==> src/sau_tx_pkg.sv <==
// Constants, register map and field layouts of the serial transmit channel
// Operation
// Op clock from prescaler a or b
// Bit clock is op clock over 2*(div+1)
// External serial clock at most op/6
// Stop channels before changing system clock
// Low data read clears buffer full
// Ones in flag clear clear errors
// Even channel transmits, odd receives
// Frame: start, data, parity, stops
// Seven or eight data bits
// Order bit: 0 MSB first, 1 LSB
// Parity none, zero, even, odd
// One or two stop bits
// Optional line inversion, idle level follows; the idle line here shows the preset level, which the inversion does not touch
// Software keeps divider at two or more
// Interrupt on transfer end or buffer empty
// Write while full replaces pending word
// Change interrupt source before last bit
// Stop bit clears enable status
// Preset output level before transmit
// Transfer status high while word shifts
// Start bit enables channel
package sau_tx_pkg;
   // Register bus widths
   localparam int ADDR_W = 4;
   localparam int DATA_W = 16;
   // Register indices
   localparam logic [3:0] OFS_PRESCALER_SELECT = 4'h0;
   localparam logic [3:0] OFS_CHANNEL_MODE = 4'h1;
   localparam logic [3:0] OFS_COMM_SETTING = 4'h2;
   localparam logic [3:0] OFS_DATA_REG_LOW = 4'h3;
   localparam logic [3:0] OFS_DATA_REG_HIGH = 4'h4;
   localparam logic [3:0] OFS_CHANNEL_STATUS = 4'h5;
   localparam logic [3:0] OFS_FLAG_CLEAR = 4'h6;
   localparam logic [3:0] OFS_START_TRIGGER = 4'h7;
   localparam logic [3:0] OFS_STOP_TRIGGER = 4'h8;
   localparam logic [3:0] OFS_ENABLE_STATUS = 4'h9;
   localparam logic [3:0] OFS_OUTPUT_LEVEL = 4'ha;
   localparam logic [3:0] OFS_OUTPUT_ENABLE = 4'hb;
   localparam logic [3:0] OFS_OUTPUT_INVERT = 4'hc;
   // Field positions
   localparam int MODE_CLK_SEL_BIT = 15;
   localparam int MODE_IRQ_SRC_BIT = 0;
   localparam int COMM_PARITY_LSB = 8;
   localparam int COMM_ORDER_BIT = 7;
   localparam int COMM_STOP_LSB = 4;
   localparam int COMM_LEN_BIT = 0;
   localparam int STAT_TSF_BIT = 6;
   localparam int STAT_BFF_BIT = 5;
   localparam int STAT_OVR_BIT = 0;
   // Reset values
   localparam logic [7:0] RST_PRESCALER = 8'h00;
   localparam logic [6:0] RST_DIVIDER = 7'h7f;
   localparam logic [1:0] RST_STOP_LEN = 2'h1;
   // Parity and stop codes
   localparam logic [1:0] PAR_NONE = 2'h0;
   localparam logic [1:0] PAR_ZERO = 2'h1;
   localparam logic [1:0] PAR_EVEN = 2'h2;
   localparam logic [1:0] PAR_ODD = 2'h3;
   localparam logic [1:0] STOP_TWO = 2'h2;
   // Last data index for each length
   localparam logic [2:0] LAST_IDX_7 = 3'h6;
   localparam logic [2:0] LAST_IDX_8 = 3'h7;
   // Frame settings carried as one group
   typedef struct packed {
      logic [1:0] parity;
      logic lsb_first;
      logic [1:0] stop_len;
      logic eight_bit;
   } frame_cfg_t;
   // Transmitter states
   typedef enum logic [2:0] {
      ST_IDLE = 3'b000,
      ST_START = 3'b001,
      ST_DATA = 3'b010,
      ST_PARITY = 3'b011,
      ST_STOP = 3'b100
   } tx_state_t;
endpackage

==> src/sau_uart_tx.sv <==
// Transmit channel of the serial array unit: clocking, framing, registers
//
// Strobed register access and the register offsets are this design's own decisions.
`timescale 1ns/1ns
module sau_uart_tx
   import sau_tx_pkg::*;
#(
   parameter int CHANNEL_INDEX = 0
) (
   // Clock and reset
   input wire logic i_ref_clk,
   input wire logic i_resetn,
   // Register port
   input wire logic [ADDR_W-1:0] i_addr,
   input wire logic [DATA_W-1:0] i_wdata,
   input wire logic i_wr,
   input wire logic i_rd,
   output logic [DATA_W-1:0] o_rdata,
   // Serial line and event
   output logic o_serial_tx_pin,
   output logic o_serial_output_enable,
   output logic o_tx_interrupt
);
   // Only an even channel can be a transmitter
   if (CHANNEL_INDEX % 2 != 0) begin : g_bad_channel
      $error("transmit channel index must be even");
   end

   // Software visible state
   logic [7:0] prescaler_select_q; // Two 4-bit codes
   logic op_clock_select_q; // Prescaler choice
   logic interrupt_source_sel_q; // 0 end, 1 empty
   frame_cfg_t cfg_q; // Frame shape
   logic [6:0] divider_q; // Bit rate divider
   logic [7:0] buf_q; // Pending transmit word
   logic buffer_full_flag_q; // Pending word valid
   logic overrun_q; // Word overwritten
   logic channel_enable_status_q; // Channel running
   logic serial_output_level_q; // Idle line level
   logic serial_output_enable_q; // Output enable
   logic output_invert_sel_q; // Line inversion
   logic [DATA_W-1:0] rdata_q; // Read answer
   // Transmitter state
   tx_state_t state_q;
   logic [7:0] shift_q; // Word being sent
   logic [2:0] idx_q; // Data bit index
   logic stop_idx_q; // Stop bit index
   logic [7:0] bit_cnt_q; // Op ticks in bit
   logic [14:0] pre_cnt_q; // Free prescaler count
   logic transfer_status_flag_q; // Word in flight
   logic line_q; // Registered line
   logic irq_q; // Interrupt pulse

   // Decoded strobes
   logic wr_hit_low, rd_hit_low, wr_start, wr_stop, wr_clear;
   assign wr_hit_low = i_wr && (i_addr == OFS_DATA_REG_LOW);
   assign rd_hit_low = i_rd && (i_addr == OFS_DATA_REG_LOW);
   assign wr_start = i_wr && (i_addr == OFS_START_TRIGGER) && i_wdata[0];
   assign wr_stop = i_wr && (i_addr == OFS_STOP_TRIGGER) && i_wdata[0];
   assign wr_clear = i_wr && (i_addr == OFS_FLAG_CLEAR);

   // Prescaler ticks: divide by two to the power of the code
   logic [15:0] mask_a, mask_b;
   logic tick_a, tick_b, op_tick;
   assign mask_a = 16'((17'h1 << prescaler_select_q[3:0]) - 17'h1);
   assign mask_b = 16'((17'h1 << prescaler_select_q[7:4]) - 17'h1);
   assign tick_a = (({1'b0, pre_cnt_q} & mask_a) == mask_a);
   assign tick_b = (({1'b0, pre_cnt_q} & mask_b) == mask_b);
   assign op_tick = op_clock_select_q ? tick_b : tick_a;

   // Bit time ends after 2*(div+1) op ticks
   logic bit_end;
   assign bit_end = op_tick && (bit_cnt_q == {divider_q, 1'b1});

   // Frame helpers
   logic [2:0] last_idx;
   logic last_stop, data_bit, par_bit, load;
   logic [7:0] word_m;
   assign last_idx = cfg_q.eight_bit ? LAST_IDX_8 : LAST_IDX_7;
   assign last_stop = (cfg_q.stop_len == STOP_TWO) ? stop_idx_q : 1'b1;
   assign word_m = cfg_q.eight_bit ? shift_q : {1'b0, shift_q[6:0]};
   // Order bit picks which end goes first
   assign data_bit = cfg_q.lsb_first ? shift_q[idx_q]
                                     : shift_q[last_idx - idx_q];
   always_comb begin
      unique case (cfg_q.parity)
         PAR_EVEN: par_bit = ^word_m;
         PAR_ODD: par_bit = ~^word_m;
         default: par_bit = 1'b0;
      endcase
   end
   // New word taken when idle, or right at the end of the last stop bit
   assign load = channel_enable_status_q && buffer_full_flag_q &&
                 ((state_q == ST_IDLE) ||
                  (state_q == ST_STOP && bit_end && last_stop));

   // Line level before the output flop
   logic raw_bit, line_d;
   always_comb begin
      unique case (state_q)
         ST_IDLE: raw_bit = 1'b1;
         ST_START: raw_bit = 1'b0;
         ST_DATA: raw_bit = data_bit;
         ST_PARITY: raw_bit = par_bit;
         ST_STOP: raw_bit = 1'b1;
         default: raw_bit = 1'b1;
      endcase
   end
   // Idle line shows the preset level; frames follow the inversion
   assign line_d = (state_q == ST_IDLE) ? serial_output_level_q
                   : (raw_bit ^ output_invert_sel_q);

   // Free running prescaler count
   always_ff @(posedge i_ref_clk or negedge i_resetn) begin
      if (!i_resetn) begin
         pre_cnt_q <= 15'h0000;
      end else begin
         pre_cnt_q <= pre_cnt_q + 15'h0001;
      end
   end

   // Plain configuration registers
   always_ff @(posedge i_ref_clk or negedge i_resetn) begin
      if (!i_resetn) begin
         prescaler_select_q <= RST_PRESCALER;
         op_clock_select_q <= 1'b0;
         interrupt_source_sel_q <= 1'b0;
         cfg_q <= '{parity: PAR_NONE, lsb_first: 1'b0,
                    stop_len: RST_STOP_LEN, eight_bit: 1'b1};
         divider_q <= RST_DIVIDER;
         serial_output_level_q <= 1'b1;
         serial_output_enable_q <= 1'b0;
         output_invert_sel_q <= 1'b0;
      end else if (i_wr) begin
         unique case (i_addr)
            // Clock codes; software stops the unit first
            OFS_PRESCALER_SELECT: prescaler_select_q <= i_wdata[7:0];
            OFS_CHANNEL_MODE: begin
               op_clock_select_q <= i_wdata[MODE_CLK_SEL_BIT];
               // May change while running
               interrupt_source_sel_q <= i_wdata[MODE_IRQ_SRC_BIT];
            end
            OFS_COMM_SETTING: begin
               cfg_q.parity <= i_wdata[COMM_PARITY_LSB +: 2];
               cfg_q.lsb_first <= i_wdata[COMM_ORDER_BIT];
               cfg_q.stop_len <= i_wdata[COMM_STOP_LSB +: 2];
               cfg_q.eight_bit <= i_wdata[COMM_LEN_BIT];
            end
            // Divider sits in bits seven to one; two or more expected
            OFS_DATA_REG_HIGH: divider_q <= i_wdata[7:1];
            OFS_OUTPUT_LEVEL: serial_output_level_q <= i_wdata[0];
            OFS_OUTPUT_ENABLE: serial_output_enable_q <= i_wdata[0];
            OFS_OUTPUT_INVERT: output_invert_sel_q <= i_wdata[0];
            default: ;
         endcase
      end
   end

   // Channel enable from start and stop triggers
   always_ff @(posedge i_ref_clk or negedge i_resetn) begin
      if (!i_resetn) begin
         channel_enable_status_q <= 1'b0;
      end else if (wr_stop) begin
         channel_enable_status_q <= 1'b0;
      end else if (wr_start) begin
         channel_enable_status_q <= 1'b1;
      end
   end

   // Pending word and its full flag; a write beats a load
   always_ff @(posedge i_ref_clk or negedge i_resetn) begin
      if (!i_resetn) begin
         buf_q <= 8'h00;
         buffer_full_flag_q <= 1'b0;
      end else if (wr_hit_low) begin
         buf_q <= i_wdata[7:0];
         buffer_full_flag_q <= 1'b1;
      end else if (rd_hit_low || load) begin
         buffer_full_flag_q <= 1'b0;
      end
   end

   // Overrun flag; a new overwrite beats the clear
   always_ff @(posedge i_ref_clk or negedge i_resetn) begin
      if (!i_resetn) begin
         overrun_q <= 1'b0;
      end else if (wr_hit_low && buffer_full_flag_q) begin
         overrun_q <= 1'b1;
      end else if (wr_clear && i_wdata[STAT_OVR_BIT]) begin
         overrun_q <= 1'b0;
      end
   end

   // Bit timing counter, restarted at every bit boundary
   always_ff @(posedge i_ref_clk or negedge i_resetn) begin
      if (!i_resetn) begin
         bit_cnt_q <= 8'h00;
      end else if (state_q == ST_IDLE || bit_end) begin
         bit_cnt_q <= 8'h00;
      end else if (op_tick) begin
         bit_cnt_q <= bit_cnt_q + 8'h01;
      end
   end

   // Frame sequencer: start, data, parity, stop
   always_ff @(posedge i_ref_clk or negedge i_resetn) begin
      if (!i_resetn) begin
         state_q <= ST_IDLE;
         shift_q <= 8'h00;
         idx_q <= 3'h0;
         stop_idx_q <= 1'b0;
      end else if (wr_stop) begin
         state_q <= ST_IDLE;
      end else if (load) begin
         state_q <= ST_START;
         shift_q <= buf_q;
         idx_q <= 3'h0;
         stop_idx_q <= 1'b0;
      end else if (bit_end) begin
         unique case (state_q)
            ST_START: state_q <= ST_DATA;
            ST_DATA: begin
               // Length decides the last index
               if (idx_q == last_idx) begin
                  state_q <= (cfg_q.parity == PAR_NONE) ? ST_STOP
                                                        : ST_PARITY;
               end else begin
                  idx_q <= idx_q + 3'h1;
               end
            end
            ST_PARITY: state_q <= ST_STOP;
            ST_STOP: begin
               // One or two stop bits
               if (last_stop) begin
                  state_q <= ST_IDLE;
               end else begin
                  stop_idx_q <= 1'b1;
               end
            end
            ST_IDLE: ;
         endcase
      end
   end

   // Transfer status follows the word in flight
   always_ff @(posedge i_ref_clk or negedge i_resetn) begin
      if (!i_resetn) begin
         transfer_status_flag_q <= 1'b0;
      end else if (wr_stop) begin
         transfer_status_flag_q <= 1'b0;
      end else if (load) begin
         transfer_status_flag_q <= 1'b1;
      end else if (state_q == ST_STOP && bit_end && last_stop) begin
         transfer_status_flag_q <= 1'b0;
      end
   end

   // Interrupt pulse: buffer empty on load, or transfer end
   always_ff @(posedge i_ref_clk or negedge i_resetn) begin
      if (!i_resetn) begin
         irq_q <= 1'b0;
      end else if (interrupt_source_sel_q) begin
         irq_q <= load;
      end else begin
         irq_q <= (state_q == ST_STOP) && bit_end && last_stop;
      end
   end

   // Line output flop
   always_ff @(posedge i_ref_clk or negedge i_resetn) begin
      if (!i_resetn) begin
         line_q <= 1'b1;
      end else begin
         line_q <= line_d;
      end
   end

   // Read answer one cycle after the strobe
   always_ff @(posedge i_ref_clk or negedge i_resetn) begin
      if (!i_resetn) begin
         rdata_q <= 16'h0000;
      end else if (i_rd) begin
         unique case (i_addr)
            OFS_PRESCALER_SELECT: rdata_q <= {8'h00, prescaler_select_q};
            OFS_CHANNEL_MODE: rdata_q <= {op_clock_select_q, 14'h0000,
                                          interrupt_source_sel_q};
            OFS_COMM_SETTING: rdata_q <= {6'h00, cfg_q.parity,
                                          cfg_q.lsb_first, 1'b0,
                                          cfg_q.stop_len, 3'h0,
                                          cfg_q.eight_bit};
            OFS_DATA_REG_LOW: rdata_q <= {8'h00, buf_q};
            OFS_DATA_REG_HIGH: rdata_q <= {8'h00, divider_q, 1'b0};
            OFS_CHANNEL_STATUS: rdata_q <= {9'h000, transfer_status_flag_q,
                                            buffer_full_flag_q, 4'h0,
                                            overrun_q};
            OFS_ENABLE_STATUS: rdata_q <= {15'h0000,
                                           channel_enable_status_q};
            OFS_OUTPUT_LEVEL: rdata_q <= {15'h0000, serial_output_level_q};
            OFS_OUTPUT_ENABLE: rdata_q <= {15'h0000, serial_output_enable_q};
            OFS_OUTPUT_INVERT: rdata_q <= {15'h0000, output_invert_sel_q};
            default: rdata_q <= 16'h0000;
         endcase
      end else begin
         rdata_q <= 16'h0000;
      end
   end

   // Outputs straight from flops
   assign o_rdata = rdata_q;
   assign o_serial_tx_pin = line_q;
   assign o_serial_output_enable = serial_output_enable_q;
   assign o_tx_interrupt = irq_q;

   // Checks on the logic above
   a_busy_tracks_state: assert property (
      @(posedge i_ref_clk) disable iff (!i_resetn)
      transfer_status_flag_q == (state_q != ST_IDLE))
      else $error("transfer status disagrees with state");
   a_read_clears_full: assert property (
      @(posedge i_ref_clk) disable iff (!i_resetn)
      rd_hit_low |=> !buffer_full_flag_q)
      else $error("buffer full survived a data read");
   a_clear_error_flag: assert property (
      @(posedge i_ref_clk) disable iff (!i_resetn)
      wr_clear && i_wdata[STAT_OVR_BIT] |=> !overrun_q)
      else $error("error flag not cleared");
   a_start_enables: assert property (
      @(posedge i_ref_clk) disable iff (!i_resetn)
      wr_start |=> channel_enable_status_q)
      else $error("start did not enable channel");
   a_stop_disables: assert property (
      @(posedge i_ref_clk) disable iff (!i_resetn)
      wr_stop |=> !channel_enable_status_q && state_q == ST_IDLE)
      else $error("stop did not halt channel");
   a_overwrite_word: assert property (
      @(posedge i_ref_clk) disable iff (!i_resetn)
      wr_hit_low && buffer_full_flag_q |=>
      buf_q == $past(i_wdata[7:0]) && overrun_q)
      else $error("pending word not replaced");
   a_start_level: assert property (
      @(posedge i_ref_clk) disable iff (!i_resetn)
      state_q == ST_START |=> o_serial_tx_pin == $past(output_invert_sel_q))
      else $error("start bit level wrong");
   a_parity_bit: assert property (
      @(posedge i_ref_clk) disable iff (!i_resetn)
      state_q == ST_PARITY && cfg_q.parity == PAR_ODD |->
      ^{word_m, raw_bit})
      else $error("odd parity bit wrong");
   a_op_clock_fast: assert property (
      @(posedge i_ref_clk) disable iff (!i_resetn)
      prescaler_select_q[3:0] == 4'h0 && !op_clock_select_q |-> op_tick)
      else $error("undivided op clock missed a tick");
   a_irq_transfer_end: assert property (
      @(posedge i_ref_clk) disable iff (!i_resetn)
      !interrupt_source_sel_q && $fell(transfer_status_flag_q) &&
      !$past(wr_stop) |-> o_tx_interrupt)
      else $error("transfer end interrupt missing");
endmodule

==> config.mk <==
export PLATFORM = sky130hd
export DESIGN_NAME = sau_uart_tx
export DESIGN_NICKNAME = d
export VERILOG_FILES = /design/src/sau_tx_pkg.sv /design/src/sau_uart_tx.sv
export SDC_FILE = /design/constraint.sdc
export NUM_CORES = 1
export LEC_CHECK = 0
export ABC_AREA = 1
export BUFFER_PORTS_ARGS = -buffer_cell sky130_fd_sc_hd__buf_2
export CAP_MARGIN = 20
export CORE_MARGIN = 8
export CORE_UTILIZATION = 40
export CTS_BUF_LIST = sky130_fd_sc_hd__clkbuf_16
export DETAILED_ROUTE_END_ITERATION = 8
export SLEW_MARGIN = 20
export SYNTH_ARGS = -nofsm -noshare
export SYNTH_HDL_FRONTEND = slang
export SYNTH_SLANG_ARGS = --single-unit
export TNS_END_PERCENT = 5
==> constraint.sdc <==
create_clock -name i_ref_clk -period 2.8 [get_ports i_ref_clk]
set_clock_uncertainty 0.1 [all_clocks]
set_input_delay 0.28 -clock i_ref_clk [delete_from_list [all_inputs] [get_ports i_ref_clk]]
set_output_delay 0.28 -clock i_ref_clk [all_outputs]
set_load 0.01 [all_outputs]
Word level (Yosys, flattened, before mapping)
Cells that the tools add are included.
{"block": "classes", "bitwise": 4, "n_eq_ne": 27, "mul": 0, "order_cmp": 2, "n_addsub": 6, "n_shift": 2, "n_mux": 41, "n_reduce_logical": 43, "div_mod_pow": 0}
{"op": "$pmux 16 s10", "n": 1}
{"op": "$and 15x16->16", "n": 2}
{"op": "$eq 16x16->1", "n": 2}
{"op": "$shl 1x4->16 const A", "n": 2}
{"op": "$sub 16x1->16 const B", "n": 2}
{"op": "$mux 3", "n": 10}
{"op": "$mux 8", "n": 3}
{"op": "$mux 1", "n": 21}
{"op": "$eq 4x4->1 const B", "n": 5}
{"op": "$eq 4x3->1 const B", "n": 4}
{"op": "$mux 16", "n": 1}
{"op": "$reduce_and 2->1", "n": 8}
{"op": "$add 15x1->15 const B", "n": 1}
{"op": "$logic_and 1x1->1", "n": 14}
{"op": "$reduce_bool 2->1", "n": 7}
{"op": "$pmux 3 s4", "n": 1}
{"op": "$reduce_and 4->1", "n": 3}
{"op": "$add 8x1->8 const B", "n": 1}
{"op": "$eq 4x2->1 const B", "n": 2}
{"op": "$eq 8x8->1", "n": 1}
{"op": "$lt 3x4->1 const B", "n": 2}
{"op": "$ne 4x4->1 const B", "n": 2}
{"op": "$reduce_xnor 8->1", "n": 1}
{"op": "$reduce_xor 8->1", "n": 1}
{"op": "other kinds (21)", "n": 28}
{"block": "word_totals", "output_inout_bits": 19, "latchBits": 0, "n_memories": 0, "wordCells": 150, "regBits": 94, "in_bits": 24, "mem_bits_ro": 0, "ramBits": 0}

Logic depth before layout (Yosys ltp)
{"block": "depth", "depth_word": 13, "depth_mapped": 19, "mapped_depth_nobuf": 19}

Worst setup path after synthesis
Ideal clock, no wire load.
{"block": "synth_timing", "kind": "register to register", "start": "register prescaler_select_q[4]", "end": "register shift_q[2]", "required_ns": 2.582, "path_slack_ns": 0.458, "arrival_time_ns": 2.124, "setup_ns": 0.118, "synth_period_minus_slack_ns": 2.342, "n_path_buf": 1, "path_stages_with_launch": 19, "path_cell_list": "dfrtp_1 > inv_1 > nor2_1 > nand2_1 > ha_1 > inv_1 > nand2_1 > nand3_1 > nor3_1 > nand2_1 > nor2_1 > nand3_1 > nand2_4 > nand3_4 > nand2_4 > nand3_4 > buf_6 > nand2_1 > o21ai_2"}
{"block": "synth_via", "elab_chain_len": 11}
{"item": "from (decl)", "line": "sau_uart_tx.sv:30", "rtl": "logic [7:0] prescaler_select_q;"}
{"item": "from (signal assigned)", "line": "sau_uart_tx.sv:137", "rtl": "OFS_PRESCALER_SELECT: prescaler_select_q <= i_wdata[7:0];"}
{"item": "$shl 1x4->16 (*)", "line": "sau_uart_tx.sv:66", "rtl": "assign mask_b = 16'((17'h1 << prescaler_select_q[7:4]) - 17'h1);"}
{"item": "$sub 16x1->16 (*)", "line": "sau_uart_tx.sv:66"}
{"item": "$and 15x16->16", "line": "sau_uart_tx.sv:68", "rtl": "assign tick_b = (({1'b0, pre_cnt_q} & mask_b) == mask_b);"}
{"item": "$eq 16x16->1 (*)", "line": "sau_uart_tx.sv:68"}
{"item": "$mux 1 (*)", "line": "sau_uart_tx.sv:69", "rtl": "assign op_tick = op_clock_select_q ? tick_b : tick_a;"}
{"item": "$logic_and 1x1->1 (*)", "line": "sau_uart_tx.sv:73", "rtl": "assign bit_end = op_tick && (bit_cnt_q == {divider_q, 1'b1});"}
{"item": "$logic_and 1x1->1 (*) (2 in a row)", "line": "sau_uart_tx.sv:95", "rtl": "(state_q == ST_STOP && bit_end && last_stop));"}
{"item": "$logic_or 1x1->1 (*)", "line": "sau_uart_tx.sv:94", "rtl": "((state_q == ST_IDLE) ||"}
{"item": "$logic_and 1x1->1 (*)", "line": "sau_uart_tx.sv:93", "rtl": "assign load = channel_enable_status_q && buffer_full_flag_q &&"}
{"item": "$reduce_and 2->1 (no line) (*)"}
{"item": "to (signal assigned)", "line": "sau_uart_tx.sv:216", "rtl": "shift_q <= buf_q;"}
{"item": "to (decl)", "line": "sau_uart_tx.sv:45", "rtl": "logic [7:0] shift_q;"}
Mark *: on every way between the ends. The rest lies on a longest branch, timed or not.
A chain may end at the register's enable or synchronous reset.

Worst setup path after layout
{"block": "layout_timing", "start": "register prescaler_select_q[4]", "end": "register irq_q, in the netlist o_tx_interrupt"}
{"block": "layout_via", "elab_chain_len": 11}
{"item": "$shl 1x4->16 (*)", "line": "sau_uart_tx.sv:66"}
{"item": "$sub 16x1->16 (*)", "line": "sau_uart_tx.sv:66"}
{"item": "$and 15x16->16", "line": "sau_uart_tx.sv:68"}
{"item": "$eq 16x16->1 (*)", "line": "sau_uart_tx.sv:68"}
{"item": "$mux 1 (*)", "line": "sau_uart_tx.sv:69"}
{"item": "$logic_and 1x1->1 (*)", "line": "sau_uart_tx.sv:73"}
{"item": "$logic_and 1x1->1 (*) (2 in a row)", "line": "sau_uart_tx.sv:95, sau_uart_tx.sv:265"}
{"item": "$logic_or 1x1->1", "line": "sau_uart_tx.sv:94"}
{"item": "$logic_and 1x1->1", "line": "sau_uart_tx.sv:93"}
{"item": "$mux 1 (*)", "line": "sau_uart_tx.sv:262", "rtl": "end else if (interrupt_source_sel_q) begin"}
{"item": "to (signal assigned)", "line": "sau_uart_tx.sv:263", "rtl": "irq_q <= load;"}
{"item": "to (signal assigned)", "line": "sau_uart_tx.sv:265", "rtl": "irq_q <= (state_q == ST_STOP) && bit_end && last_stop;"}
{"item": "to (decl)", "line": "sau_uart_tx.sv:52", "rtl": "logic irq_q;"}
Marks and branches as above.

==> out/qor.yml <==
outcome:
  status: "complete, no violations"
die:
  fp.dieArea_um2: 16990
  start_util_pct: 41.27
  io-pin-count: 43
  core_area_um2: 12670
  dieHeight_um: 130.3
  die-width_um: 130.3
  rows: 41
grt:
  grt_first_pass_wirelength_mm: 22.74
  grt_pass1_vias: 4609
  antenna_found_initial: 0
  grt_max_degree: 49
  grt-ovfl-total: 0
  grt_use_total_pct: 17.12
drt:
  vias: 4619
  antenna_left: 0
  via_per_inst: 5.104
  first_pass_iters: 5
  routed_wl_mm: 13.31
  drc: 0
  drt_iter0_markers: 416
  wl_per_cell_um: 14.71
power:
  power.internal_uw: 2956
  p_leak_uw: 0.002965
  switching_share_pct: 35.50
  peakVddDrop_mv: 0.3412
  seqPwrFrac_pct: 38.9
  p_per_area_nw_per_um2: 769.1
  clkPwrFrac_pct: 29.9
  p_switching_uw: 1627
  comb_power_share_pct: 31.2
placement:
  hpwlAfterDp_mm: 10.37
  io_buffers: 32
  place_congestion: 0.8658
  dp_slack_ps: 172.8
clock_network:
  cts_sinks: 89
  clkSlewWorstSetupHoldPaths_ps: 60
  cts_buffer_depth: 2
  clock_latency_ps: 350
  htreeDepth: 3
  cts_tree: "yes"
  cts-root-buf: "clkbuf_16"
  post_cts.repair.setup_buffers: 0
  cts_inserted_buffers: 9
sta:
  min_period_ps: 2558
  rsz0062_at_grt: "false"
  max_freq_ghz: 0.3910
  worst_pin_slew_ps: 581.8
  finalSetupViolCount: 0
  setup-tns-final_ps: 0
  finalMaxSlewViolations: 0
  hold_viol: 0
  fin_ws_ps: 242.4
  period_share_pct: 91.34
  max_slew_margin_pct: 61.21
worst_setup_path:
  cp_num_cells: 18
  path_buf_inv: 3
  crit_top_cell: "nand2_1"
  cp_top_family: "simple AND/OR/NAND/NOR gates"
  rrSetupSlack_ps: 240
  worstRegToRegCells: 18
  endpoint_kind: "register"
  crit_path_max_incr_delay_ps: 410
  crit_start: "prescaler_select_q[4]"
  crit_chain: "inv_1 -> nor2_1 -> nand2_1 -> ha_1 -> inv_1 -> nand2_1 -> nand3_1 -> nor3_1 -> nand2_1 -> nor2_1 -> nand3_1 -> nand2_4 -> nand3_4 -> nand2_4 -> nand2_1 -> inv_1 -> nand2_1 -> o21ai_0"
  path_class: "reg -> reg"
  critical_path_arrival_ps: 2700
  slowest_stage: "dfrtp_2"
  crit_end: "o_tx_interrupt"
  required_ps: 2950
  r2r_start: "prescaler_select_q[4]"
  worstSetupStartpointType: "register"
  r2r-end: "o_tx_interrupt"
  critPathMaxFanout: 4
final_layout:
  fin_nets: 759
  layout-drive-gt1-share_pct: 14.19
  area_growth_pct: 13.97
  diodes: 0
  fillers: 1294
logic_synthesis:
  ys_warn_count: 0
  netlist.area_leader.share_pct: 37.33
  ys_ff_latch: 89
  async_flop_share_pct: 100.0
  yosys-top-cells-area: "dfrtp_1 37%, nand2_1 11%, inv_1 7.2%, o21ai_0 5.7%, dfstp_2 5.5%"
  yosysTopAreaCell: "dfrtp_1"
  syn_area_um2: 5229
  yosys-top-cells-count: "155 x nand2_1, 100 x inv_1, 78 x dfrtp_1, 74 x nor2_1, 60 x o21ai_0"
  synth_top_flop_cell: "dfrtp_1"
  ys_types: 45
  synth_area_per_cell_um2: 7.633
  synthCells: 685
  synth_seq_area_share_pct: 42.86
  synth_most_common_cell: "nand2_1"
  synth_edf_count: 0
min_path:
  hp-class: "in -> reg"
run:
  cap_viol_max_count: 0
[through the flow]
step	instance area (um2)	instances	util [%]	total power [uW]	hold slack, ps
final	5959	905	47.03	4583	70.08
after global routing	5959	905	47.03	4909	59.71
after CTS	5958	905	47.02	4624	55.23
after detailed placement	5613	888	44.30	3233	216.0
after global placement	5613	888	44.30	3178	205.7
after floorplan	5244	689	-	2833	-115.6
[logic make-up after synthesis]
kind of cell,after synthesis,synth area share [%]
AO/OA/AOI/OAI,115,12.78
XOR/XNOR,25,4.188
adder cells (fa/ha/maj),7,1.675
buffers and inverters,124,10.43
flip-flops,89,42.86
multiplexers,1,0.2153
other,1,0.07172
AND/OR/NAND/NOR,323,27.78
[layer usage]
layer  GRT usage (%)  wire, um  up-vias
met5               0         0        -
met4           8.103       339        0
met3           2.938       675       22
met2           27.24      6069      115
met1           22.23      6226     2195
li1                -         -     2287
[sequential cells by signal, summed over array words and instances, names as in the netlist, 3 cells and up]
register,count
cfg_q,6
state_q,3
divider_q,7
prescaler_select_q,8
buf_q,8
idx_q,3
o_rdata,11
bit_cnt_q,8
shift_q,8
pre_cnt_q,15
[cell usage in the layout, fill, tap and decap left out, types with 4 or more instances in the layout]
cell type	Yosys	routed
o21ai_2	9	9
buf_4	6	13
buf_2	2	31
nor4_1	4	4
clkbuf_16	0	9
a21oi_1	22	22
nand4_1	9	9
nand3_1	41	41
inv_1	100	101
dfstp_2	11	11
nor2_1	74	74
nand2_1	155	155
xor2_1	23	23
nor2_4	4	4
ha_1	7	7
o21ai_0	60	60
nand2_2	6	6
a221oi_1	6	6
conb_1	1	5
nor3_1	16	16
o22ai_1	7	7
dfrtp_1	78	77
[worst register-to-register path: cells and delay by family, from the launching register on]
family	cells	cell delay, ps
flops	1	410
buf+inv	3	200
compound gates	1	110
fa+ha+maj	1	270
simple gates	13	1340
[area by class of cell]
class / instances / area [um2] / area share [%]
flip-flops and latches: 89 / 2242 / 37.62
clock buffers: 9 / 225.2 / 3.779
inverters: 105 / 406.6 / 6.823
clock inverters: 7 / 110.1 / 1.848
well taps: 172 / 215.2 / 3.611
repair buffers: 47 / 302.8 / 5.081
multi-input cells: 476 / 2457 / 41.23
[worst min path at each step]
stage	from	end	cells after the start
finish	i_wdata[8]	cfg_q[4]	2
global route	i_wdata[8]	cfg_q[4]	2
CTS	i_wdata[8]	cfg_q[4]	2
detailed placement	i_resetn	pre_cnt_q[7]	1
global placement	i_resetn	pre_cnt_q[9]	1
floorplan	i_resetn	bit_cnt_q[0]	0
[timing repair]
action,CTS,global route
gates resized for setup,0,1
endpoints found under the hold margin,39,0
hold buffers,1,0
setup endpoints to repair,0,8
[power by group through the flow]
stage	logic (uW)	clock network (uW)	registers, uW
detailed placement	1430	0	1800
CTS	1440	1400	1780
global route	1650	1450	1810
global placement	1390	0	1790
finish	1430	1370	1780
floorplan	1110	0	1730
Power figures use the tool's default switching activity.
